### src/flash_erase_regs.svh
// Named constants for the block and sector erase sequencer.
`ifndef FLASH_ERASE_REGS_SVH
`define FLASH_ERASE_REGS_SVH

// Erase opcodes.
`define OPC_BLOCK_ERASE   8'h50
`define OPC_SECTOR_ERASE  8'h7C

// Frame layout: one opcode byte then three address bytes.
`define FRAME_BITS        6'h20
`define OPC_LSB           24
`define OPC_W             8
`define ADDR_W            24

// Page number position inside the 24 address bits for each page size.
`define PAGE_W            15
`define STD_PAGE_LSB      9
`define BIN_PAGE_LSB      8

// Fields of the 15-bit page number.
`define BLK_LSB           3
`define BLK_W             12
`define SUB_W             7
`define SEC_LSB           10
`define SEC_W             5

// Page spans of the erase units.
`define CNT_W             11
`define PAGES_PER_BLOCK   11'h008
`define PAGES_PER_SECTOR  11'h400
`define SUB0A_PAGES       11'h008
`define SUB0B_FIRST_PAGE  15'h0008
`define SUB0B_PAGES       11'h3F8
`define SUB0B_CODE        7'h01

// Value of every erased byte.
`define ERASED_BYTE       8'hFF

// Core clock period in nanoseconds.
`define CLK_PERIOD_NS     10

`endif

### src/flash_erase_pkg.sv
// Types shared by the erase sequencer files.
`default_nettype none
package flash_erase_pkg;

  typedef enum logic [2:0] {
    ST_IDLE   = 3'b001,
    ST_ERASE  = 3'b010,
    ST_SETTLE = 3'b100
  } erase_state_t;

  typedef enum logic [1:0] {
    KIND_BLOCK  = 2'b01,
    KIND_SECTOR = 2'b10
  } erase_kind_t;

endpackage
`default_nettype wire

### src/flash_erase_sequencer.sv
// Block and sector erase command decoder and self-timed erase engine.
`timescale 1ns/1ps
`default_nettype none
`include "flash_erase_regs.svh"
module flash_erase_sequencer #(
  parameter int BLOCK_ERASE_TIME_US  = 25000,
  parameter int SECTOR_ERASE_TIME_US = 1000000
) (
  input  wire logic                 core_clk_i,
  input  wire logic                 sys_rst_i,
  input  wire logic                 sck_i,
  input  wire logic                 cs_n_i,
  input  wire logic                 si_i,
  input  wire logic                 binary_page_i,
  input  wire logic                 verify_fail_i,
  output logic                      ready_o,
  output logic                      erase_program_error_flag_o,
  output logic                      erase_page_strobe_o,
  output logic [`PAGE_W-1:0]        erase_page_addr_o,
  output logic [7:0]                erase_data_o
);
  import flash_erase_pkg::*;

  // Longest erase times rounded down to whole core cycles.
  localparam logic [31:0] BLOCK_CYC  = 32'(BLOCK_ERASE_TIME_US * 1000 / `CLK_PERIOD_NS);
  localparam logic [31:0] SECTOR_CYC = 32'(SECTOR_ERASE_TIME_US * 1000 / `CLK_PERIOD_NS);

  // The four serial and page-size pins pass two flops before any logic looks at them; verify_fail_i is used directly.
  // Chip select is carried inverted so the flops reset to the deselected level.
  // A false chip select edge right after reset is therefore impossible.
  logic [3:0] pins_sync;
  sync_stages #(
    .WIDTH (4)
  ) u_sync (
    .core_clk_i (core_clk_i),
    .sys_rst_i  (sys_rst_i),
    .async_i    ({binary_page_i, si_i, ~cs_n_i, sck_i}),
    .sync_o     (pins_sync)
  );

  logic sck_s;
  logic cs_n_s;
  logic si_s;
  logic bin_s;
  assign sck_s  = pins_sync[0];
  assign cs_n_s = ~pins_sync[1];
  assign si_s   = pins_sync[2];
  assign bin_s  = pins_sync[3];

  // Frame capture state.
  logic        sck_d;
  logic        cs_n_d;
  logic [5:0]  bit_count;
  logic [31:0] shreg;
  logic [5:0]  next_bit_count;
  logic [31:0] next_shreg;
  logic        sck_rise;
  logic        cs_fall;
  logic        cs_rise;

  assign sck_rise = sck_s & ~sck_d;
  assign cs_fall  = ~cs_n_s & cs_n_d;
  assign cs_rise  = cs_n_s & ~cs_n_d;

  // Shift on serial clock rising edges inside the frame.
  always_comb begin
    next_bit_count = bit_count;
    next_shreg     = shreg;
    if (cs_fall) begin
      next_bit_count = '0;
    end else if (!cs_n_s && sck_rise && bit_count != `FRAME_BITS) begin
      // Saturating at a full frame drops any trailing bits.
      next_shreg     = {shreg[30:0], si_s};
      next_bit_count = bit_count + 6'h01;
    end
  end

  always_ff @(posedge core_clk_i) begin
    if (sys_rst_i) begin
      sck_d     <= 1'b0;
      cs_n_d    <= 1'b1;
      bit_count <= '0;
      shreg     <= '0;
    end else begin
      sck_d     <= sck_s;
      cs_n_d    <= cs_n_s;
      bit_count <= next_bit_count;
      shreg     <= next_shreg;
    end
  end

  // Command decode from the captured frame.
  logic [`OPC_W-1:0]  opcode;
  logic [`ADDR_W-1:0] addr;
  logic [`PAGE_W-1:0] page;
  logic [`BLK_W-1:0]  blk_num;
  logic [`SEC_W-1:0]  sec_num;
  logic [`SUB_W-1:0]  sub_num;
  logic               frame_full;
  logic               start_block;
  logic               start_sector;

  assign opcode = shreg[`OPC_LSB +: `OPC_W];
  assign addr   = shreg[`ADDR_W-1:0];
  assign page    = bin_s ? addr[`BIN_PAGE_LSB +: `PAGE_W] : addr[`STD_PAGE_LSB +: `PAGE_W];
  assign blk_num = page[`BLK_LSB +: `BLK_W];
  assign sec_num = page[`SEC_LSB +: `SEC_W];
  assign sub_num = page[`BLK_LSB +: `SUB_W];
  assign frame_full   = (bit_count == `FRAME_BITS);
  assign start_block  = cs_rise && frame_full && ready_o && opcode == `OPC_BLOCK_ERASE;
  assign start_sector = cs_rise && frame_full && ready_o && opcode == `OPC_SECTOR_ERASE;

  // Erase engine state.
  erase_state_t      state;
  erase_state_t      next_state;
  logic [`PAGE_W-1:0] cur_page;
  logic [`PAGE_W-1:0] next_cur_page;
  logic [`CNT_W-1:0]  pages_left;
  logic [`CNT_W-1:0]  next_pages_left;
  logic [31:0]        timer;
  logic [31:0]        next_timer;
  logic               err_flag;
  logic               next_err_flag;

  // Walk the pages one per cycle, then hold busy until the erase time ends.
  always_comb begin
    next_state      = state;
    next_cur_page   = cur_page;
    next_pages_left = pages_left;
    next_timer      = (timer != 32'h0) ? timer - 32'h1 : timer;
    next_err_flag   = err_flag;
    case (state)
      ST_IDLE: begin
        if (start_block) begin
          next_cur_page   = {blk_num, 3'h0};
          next_pages_left = `PAGES_PER_BLOCK;
          next_timer      = BLOCK_CYC - 32'h1;
          next_err_flag   = 1'b0;
          next_state      = ST_ERASE;
        end else if (start_sector) begin
          next_timer    = SECTOR_CYC - 32'h1;
          next_err_flag = 1'b0;
          next_state    = ST_ERASE;
          if (sec_num != '0) begin
            next_cur_page   = {sec_num, 10'h000};
            next_pages_left = `PAGES_PER_SECTOR;
          end else if (sub_num == '0) begin
            next_cur_page   = '0;
            next_pages_left = `SUB0A_PAGES;
          end else begin
            next_cur_page   = `SUB0B_FIRST_PAGE;
            next_pages_left = `SUB0B_PAGES;
          end
        end
      end
      ST_ERASE: begin
        if (verify_fail_i) begin
          next_err_flag = 1'b1;
        end
        next_cur_page   = cur_page + 15'h0001;
        next_pages_left = pages_left - 11'h001;
        if (pages_left == 11'h001) begin
          next_state = ST_SETTLE;
        end
      end
      ST_SETTLE: begin
        if (timer == 32'h0) begin
          next_state = ST_IDLE;
        end
      end
      default: begin
        next_state = ST_IDLE;
      end
    endcase
  end

  always_ff @(posedge core_clk_i) begin
    if (sys_rst_i) begin
      state      <= ST_IDLE;
      cur_page   <= '0;
      pages_left <= '0;
      timer      <= '0;
      err_flag   <= 1'b0;
    end else begin
      state      <= next_state;
      cur_page   <= next_cur_page;
      pages_left <= next_pages_left;
      timer      <= next_timer;
      err_flag   <= next_err_flag;
    end
  end

  // Erased bytes are driven as all ones; held in a flop so the bus is glitch free.
  always_ff @(posedge core_clk_i) begin
    if (sys_rst_i) begin
      erase_data_o <= `ERASED_BYTE;
    end else begin
      erase_data_o <= `ERASED_BYTE;
    end
  end

  assign ready_o                    = (state == ST_IDLE);
  assign erase_program_error_flag_o = err_flag;
  assign erase_page_strobe_o        = (state == ST_ERASE);
  assign erase_page_addr_o          = cur_page;
endmodule
`default_nettype wire

### src/sync_stages.sv
// Two-flop synchroniser for a group of pin levels.
`timescale 1ns/1ps
`default_nettype none
module sync_stages #(
  parameter int WIDTH = 1
) (
  input  wire logic             core_clk_i,
  input  wire logic             sys_rst_i,
  input  wire logic [WIDTH-1:0] async_i,
  output logic      [WIDTH-1:0] sync_o
);

  logic [WIDTH-1:0] meta;

  // First stage feeds only the second, so metastability never reaches logic.
  always_ff @(posedge core_clk_i) begin
    if (sys_rst_i) begin
      meta   <= '0;
      sync_o <= '0;
    end else begin
      meta   <= async_i;
      sync_o <= meta;
    end
  end

endmodule
`default_nettype wire

### config.mk
export PLATFORM = sky130hd
export DESIGN_NAME = flash_erase_sequencer
export DESIGN_NICKNAME = d
export VERILOG_FILES = /design/src/flash_erase_pkg.sv /design/src/flash_erase_sequencer.sv /design/src/sync_stages.sv
export VERILOG_INCLUDE_DIRS = /design/src
export SDC_FILE = /design/constraint.sdc
export NUM_CORES = 1
export LEC_CHECK = 0
export BUFFER_PORTS_ARGS = -buffer_cell sky130_fd_sc_hd__buf_2
export CORE_MARGIN = 2
export CORE_UTILIZATION = 45
export CTS_CLUSTER_DIAMETER = 120
export DETAILED_ROUTE_END_ITERATION = 7
export PLACE_DENSITY = 0.6
export SLEW_MARGIN = 10
export SYNTH_ARGS = -nofsm -noshare
export SYNTH_HDL_FRONTEND = slang
export SYNTH_SLANG_ARGS = --single-unit
### constraint.sdc
create_clock -name core_clk_i -period 3.09 [get_ports core_clk_i]
set_input_delay 0.309 -clock core_clk_i [delete_from_list [all_inputs] [get_ports core_clk_i]]
set_output_delay 0.309 -clock core_clk_i [all_outputs]
set_load 0.05 [all_outputs]
==> summary.md, run 1 <==
| Metric | Value |
|---|---|
| Slew Limit Headroom | `0.439` |
| Hold Violations, Final | `0` |
| Worst vdd ir | `0.623 mV` |
| CP Max Fanout | `16` |
| Core area | `11400 sq um` |
| Tightest Pin Transition | `0.842 ns` |
| Row Count | `39` |
| Compound-Gate Fraction of Synth Area | `0.159` |
| Post-CTS Setup Bufs | `0` |
| Vias in the first global route | `4196` |
| Endpoints failing setup | `0` |
| Mean Syn Cell Area | `8.16 sq um` |
| HPWL Detailed | `7.63 mm` |
| Cts bufs inserted | `9` |
| Vias | `4399` |
| Via/cell ratio | `5.53` |
| Max-Cap Viols | `0` |
| Yosys warnings | `0` |
| GRT Total Usage | `0.190` |
| Hold WC Path Type | `input port to flip-flop` |
| Drt wl/cell | `14.5 um` |
| Max-slew violation count | `0` |
| FF+latch area | `2200 sq um` |
| Combinational family with the most area after synthesis | `simple AND/OR/NAND/NOR gates` |
| Synth cell types | `64` |
| Deepest clock path buffer count | `2` |
| Hold depth | `2` |
| Hold_buf cts | `0` |
| Final #Nets | `662` |
| Root Buffer | `clkbuf_16` |
| Post-cts gate resize count | `0` |
| FF-to-FF setup slack | `0.62 ns` |
| Synth Area in Adders | `0.0168` |
| WP data arrival | `2.68 ns` |
| Crit path capture | `timer[14]$_SDFF_PP0_` |
| Cell count after synthesis | `641` |
| Final Wtd Congestion | `0.863` |
| Commonest non-fill, non-tap cells in the layout | `dfxtp_1 (110), nand2_1 (97), a21oi_1 (80), nor2_1 (49), nor3_1 (28)` |
| Cell Area, Placed | `5400 sq um` |
| Worst reg2reg startpoint | `timer[18]$_SDFF_PP0_` |
| Worst EP required | `3.31 ns` |
| Layout fillers | `1091` |
| First drt pass iteration count | `5` |
| Io pins | `33` |
| Footprint of the multi-input gates | `2760 sq um` |
| Area Growth Syn to Fin | `9.02%` |
| Async S/R FF share, synth | `0` |
| CTS tree | `yes` |
| Post-Synth Simple-Gate Area | `0.272` |
| FF-to-FF End | `timer[14]$_SDFF_PP0_` |
| Clock latency on the worst-skew pair | `0.36 ns` |
| Drt first-iter violations | `345` |
| H-tree depth | `3` |
| Port bufs | `24` |
| Clock slew at reported path FFs | `0.07 ns` |
| Ratio of cells with drive above 1 in the final layout | `0.106` |
| Post-layout instance area | `5700 sq um` |
| Slowest CP cell | `and4_1` |
| Chip Height | `112 um` |
| Number of synthesized flops with an enable pin | `0` |
| Clock Skew | `0.00827 ns` |
| Final Cycle Share | `0.798` |
| Critical path startpoint category | `flip-flop` |
| CP startpoint | `timer[18]$_SDFF_PP0_` |
| Largest net degree at the start of global routing | `82` |
| Worst reg2reg path depth | `6` |
| Crit path cell chain | `or4_4 -> nor4b_4 -> and4_1 -> nor4_1 -> xnor2_1 -> a21oi_1` |
| ANT cells | `0` |
| Mux cell area share after synthesis | `0.0218` |
| RSZ-0062 raised after global routing | `no` |
| Sequential area share after synthesis | `0.421` |
| Power Density | `666 nW/um^2` |
| DR DRC count | `0` |
| Synth Area in XOR/XNOR | `0.0519` |
| Yosys reg bits | `110` |
| First-pass GRT wire length | `19.7 mm` |
| Critical Path Max Stage Delay | `0.67 ns` |
| Top FF cell, synth | `dfxtp_1` |
| Leak Pwr | `2.03 nW` |
| Synth Cell Area | `5230 sq um` |
| WS Path Type | `flip-flop to flip-flop` |
| Setup_tns | `0 ns` |
| Die width | `112 um` |
| Final hold slack | `0.0960 ns` |
| Post-Route WL | `11.5 mm` |
| Initial Utilization | `0.460` |
| Fmax | `0.406 GHz` |
| Die Outline Area | `12500 sq um` |
| Crit. End Element | `flip-flop` |
| Antenna Nets Post-Route | `0` |
| Outcome | `finished, final reports clean` |
| Fin crit period | `2.47 ns` |
| Most common cell after layout, fill and taps aside | `dfxtp_1` |
| Antenna violations before repair | `0` |
| GRT Residual Overflow | `0` |
| Clk sinks | `110` |
## area by class of cell
| class | instances | area share |
|---|---|---|
| multi-input cells | 476 | 0.484 |
| flip-flops and latches | 110 | 0.386 |
| clock buffers | 10 | 0.0419 |
| repair buffers | 35 | 0.0356 |
| well taps | 143 | 0.0314 |
| inverters | 16 | 0.0105 |
| clock inverters | 6 | 0.0101 |
## cell families (layout without fill, tap and decap cells)
kind of cell,after synthesis,after routing
simple gates,277,277
compound gates,142,142
mux,11,11
fa+ha+maj,7,7
flops,110,110
other cells,1,8
buf+inv,62,67
xor+xnor,31,31
## metal layers
| metal | wire length, um | GRT usage | vias up |
|---|---|---|---|
| met3 | 372 | 0.0463 | 11 |
| li1 | - | - | 2241 |
| met1 | 5700 | 0.250 | 2074 |
| met5 | 0 | 0 | - |
| met2 | 5310 | 0.312 | 73 |
| met4 | 138 | 0.0560 | 0 |
## cell usage after synthesis, types with 10 or more instances
cell type / count / share of area
o21ai_0: 20 / 0.019
a31oi_1: 10 / 0.012
buf_4: 11 / 0.016
inv_1: 16 / 0.011
xnor2_1: 24 / 0.040
nand3_1: 18 / 0.017
dfxtp_1: 110 / 0.42
nor3_1: 28 / 0.027
clkbuf_1: 30 / 0.022
nor2_1: 49 / 0.035
nand2_1: 97 / 0.070
nor4_1: 13 / 0.016
a21oi_1: 80 / 0.077
nor2b_1: 11 / 0.013
## state kept, by name (all words and copies together), names as in the netlist
| register | count |
|---|---|
| bit_count | 6 |
| cs_n_d | 1 |
| erase_page_addr_o | 15 |
| erase_program_error_flag_o | 1 |
| pages_left | 11 |
| sck_d | 1 |
| shreg | 32 |
| state | 3 |
| timer | 32 |
| u_sync.meta | 4 |
| u_sync.sync_o | 4 |
## worst min path at each step
stage / slack [ns] / startpoint / endpoint
finish: 0.1 / cs_n_i / u_sync.meta[1]$_SDFF_PP0_
global route: 0.08 / cs_n_i / u_sync.meta[1]$_SDFF_PP0_
CTS: 0.09 / cs_n_i / u_sync.meta[1]$_SDFF_PP0_
detailed placement: 0.43 / u_sync.meta[1]$_SDFF_PP0_ / u_sync.sync_o[1]$_SDFF_PP0_
global placement: 0.42 / u_sync.meta[0]$_SDFF_PP0_ / u_sync.sync_o[0]$_SDFF_PP0_
floorplan: 0.38 / cs_n_i / u_sync.meta[1]$_SDFF_PP0_
## worst max-delay path: cells and delay by family (launching register included)
kind                      cells  cell delay (ns)
and+or+nand+nor               4             1.71
DFF                           1             0.34
AOI/OAI and AO/OA             1             0.08
xor gates and xnor gates      1             0.19
## report_power, final
part | total [mW] | internal (mW) | switching, mW
clock network | 1.16 | 0.592 | 0.572
registers | 1.61 | 1.52 | 0.0897
logic | 1.03 | 0.422 | 0.606
## metrics by stage
step,power (mW),instances,util,setup WS [ns]
4_1_cts,3.82,796,0.501,0.645
2_1_floorplan,2.50,648,-,1.00
5_1_grt,4.01,796,0.501,0.470
6_report,3.80,796,0.501,0.625
3_3_place_gp,2.62,780,0.475,0.716
3_5_place_dp,2.64,780,0.475,0.682
(Power assumes the default switching activity.)
==> inputs of run 2 (changes only) <==
==> constraint.sdc (replaced) <==
create_clock -name core_clk_i -period 2.4 [get_ports core_clk_i]
set_input_delay 0.24 -clock core_clk_i [delete_from_list [all_inputs] [get_ports core_clk_i]]
set_output_delay 0.24 -clock core_clk_i [all_outputs]
set_load 0.05 [all_outputs]
==> summary.md, run 2 (synthesized netlist as in run 1, its figures left out) <==
| Metric | Value |
|---|---|
| Outcome | `finished, final reports clean (unchanged)` |
| CTS tree | `yes (unchanged)` |
| Post-cts gate resize count | `0 (unchanged)` |
| Slew Limit Headroom | `0.585 (was 0.439)` |
| Crit. End Element | `flip-flop (unchanged)` |
| GRT Total Usage | `0.190 (about the same)` |
| Die Outline Area | `12500 sq um (unchanged)` |
| Largest delay contributor family on the critical path | `simple AND/OR/NAND/NOR gates (unchanged)` |
| Combinational Power Share | `0.270 (was 0.271)` |
| Slowest CP cell | `or4_4 (was and4_1)` |
| Max-slew violation count | `0 (unchanged)` |
| Final #Nets | `674 (was 662)` |
| WP data arrival | `2.50 ns (was 2.68 ns)` |
| Die width | `112 um (unchanged)` |
| Ratio of cells with drive above 1 in the final layout | `0.123 (was 0.106)` |
| Clock Skew | `0.0105 ns (was 0.00827 ns)` |
| Commonest non-fill, non-tap cells in the layout | `dfxtp_1 (110), nand2_1 (97), a21oi_1 (80), nor2_1 (49), nor3_1 (28) (unchanged)` |
| Initial Utilization | `0.460 (unchanged)` |
| Leak Pwr | `2.09 nW (was 2.03 nW)` |
| Place WS | `0.182 ns (was 0.682 ns)` |
| Tightest Pin Transition | `0.622 ns (was 0.842 ns)` |
| Crit path cell chain | `or4_4 -> nor4b_4 -> and2_1 -> buf_4 -> nor4_1 -> xnor2_1 -> nor2_1 (was or4_4 -> nor4b_4 -> and4_1 -> nor4_1 -> xnor2_1 -> a21oi_1)` |
| Net Sw Frac | `0.326 (was 0.334)` |
| Area Growth Syn to Fin | `11.3% (was 9.02%)` |
| First-pass GRT wire length | `19.4 mm (was 19.7 mm)` |
| Most common cell after layout, fill and taps aside | `dfxtp_1 (unchanged)` |
| Layout fillers | `1107 (was 1091)` |
| Clock latency on the worst-skew pair | `0.36 ns (about the same)` |
| Final Cycle Share | `0.934 (was 0.798)` |
| Deepest clock path buffer count | `2 (unchanged)` |
| Worst EP required | `2.65 ns (was 3.31 ns)` |
| Drt wl/cell | `14.3 um (was 14.5 um)` |
| Vias in the first global route | `4022 (was 4196)` |
| Io pins | `33 (unchanged)` |
| Clock slew at reported path FFs | `0.07 ns (about the same)` |
| WS Path Type | `flip-flop to flip-flop (unchanged)` |
| Core area | `11400 sq um (unchanged)` |
| Critical Path Max Stage Delay | `0.59 ns (was 0.67 ns)` |
| H-tree depth | `3 (unchanged)` |
| Placed cell count | `792 (was 780)` |
| Critical path startpoint category | `flip-flop (unchanged)` |
| Worst Path Buf+Inv | `1 (was 0)` |
| Antenna Nets Post-Route | `0 (unchanged)` |
| Post-CTS Setup Bufs | `0 (unchanged)` |
| Psw | `1.63 mW (was 1.27 mW)` |
| Non-Filler Instances | `808 (was 796)` |
| Fin crit period | `2.24 ns (was 2.47 ns)` |
| Layout Utilization | `0.512 (was 0.501)` |
| Fmax | `0.446 GHz (was 0.406 GHz)` |
| Pwr Total | `5.00 mW (was 3.80 mW)` |
| Largest net degree at the start of global routing | `47 (was 82)` |
| Root Buffer | `clkbuf_16 (unchanged)` |
| ANT cells | `0 (unchanged)` |
| Hold Violations, Final | `0 (unchanged)` |
| Hold_buf cts | `0 (unchanged)` |
| Power Density | `858 nW/um^2 (was 666 nW/um^2)` |
| GRT Residual Overflow | `0 (unchanged)` |
| FF+latch area | `2200 sq um (unchanged)` |
| Chip Height | `112 um (unchanged)` |
| Clk sinks | `110 (unchanged)` |
| Port bufs | `24 (unchanged)` |
| Via/cell ratio | `5.52 (was 5.53)` |
| Worst vdd ir | `0.863 mV (was 0.623 mV)` |
| Sequential group share of total power | `0.414 (was 0.423)` |
| CP Max Fanout | `7 (was 16)` |
| Drt first-iter violations | `409 (was 345)` |
| DR DRC count | `0 (unchanged)` |
| Hold WC Path Type | `input port to flip-flop (unchanged)` |
| First drt pass iteration count | `5 (unchanged)` |
| Final hold slack | `0.0224 ns (was 0.0960 ns)` |
| Clock power share | `0.316 (was 0.306)` |
| Post-Route WL | `11.6 mm (was 11.5 mm)` |
| Antenna violations before repair | `0 (unchanged)` |
| Footprint of the multi-input gates | `2770 sq um (was 2760 sq um)` |
| Final Wtd Congestion | `0.861 (was 0.863)` |
| Vias | `4461 (was 4399)` |
| Post-route setup slack | `0.157 ns (was 0.625 ns)` |
| Max-Cap Viols | `0 (unchanged)` |
| Pint | `3.37 mW (was 2.53 mW)` |
| Cts bufs inserted | `9 (unchanged)` |
| Row Count | `39 (unchanged)` |
| HPWL Detailed | `7.83 mm (was 7.63 mm)` |
| Endpoints failing setup | `0 (unchanged)` |
-- run 2: changes by cell type in the layout (fill, tap and decap cells not counted), sizes merged --
| cell | previous run | this run |
|---|---|---|
| clkbuf | 10 | 9 |
| clkinv | 1 | 2 |
| buf | 35 | 47 |
| bufinv | 0 | 1 |
| inv | 21 | 20 |
-- run 2: path summary, 6_finish.rpt --
| path | cells after the start | slack (ns) | start | endpoint |
|---|---|---|---|---|
| worst max-delay path | 7 | 0.16 | timer[18]$_SDFF_PP0_ | timer[30]$_SDFF_PP0_ |
| worst min-delay path | 2 | 0.02 | cs_n_i | u_sync.meta[1]$_SDFF_PP0_ |
| worst max register to register | 7 | 0.16 | timer[18]$_SDFF_PP0_ | timer[30]$_SDFF_PP0_ |
| worst min register to register | 1 | 0.44 | u_sync.meta[0]$_SDFF_PP0_ | u_sync.sync_o[0]$_SDFF_PP0_ |
-- run 2: cell type report --
cell class / count / area share
Multi-Input combinational cell: 476 / 0.477
Sequential cell: 110 / 0.378
Timing Repair Buffer: 47 / 0.0503
Clock buffer: 9 / 0.0387
Tap cell: 143 / 0.0307
Clock inverter: 7 / 0.0150
Inverter: 16 / 0.0103
-- run 2: power by group through the flow --
stage	Combinational [mW]	Sequential (mW)	Clock, mW
after detailed placement	1.35	2.11	0
after global routing	1.50	2.08	1.68
after CTS	1.36	2.07	1.60
after global placement	1.32	2.10	0
final	1.35	2.07	1.58
after floorplan	1.14	2.08	0
-- run 2: layer usage --
metal | GRT usage | up-vias | part of all wire | wire (um)
met2 | 0.286 | 87 | 0.45 | 5220
met5 | 0 | - | 0 | 0
met1 | 0.264 | 2085 | 0.49 | 5640
li1 | - | 2274 | - | -
met4 | 0.0593 | 0 | 0.015 | 178
met3 | 0.0544 | 15 | 0.046 | 527
-- run 2: metrics by stage --
step                cell area (sq um)  TNS [ns]
finish                           5820         0
global placement                 5490         0
floorplan                        5260         0
detailed placement               5490         0
CTS                              5810         0
global route                     5820  -0.00195
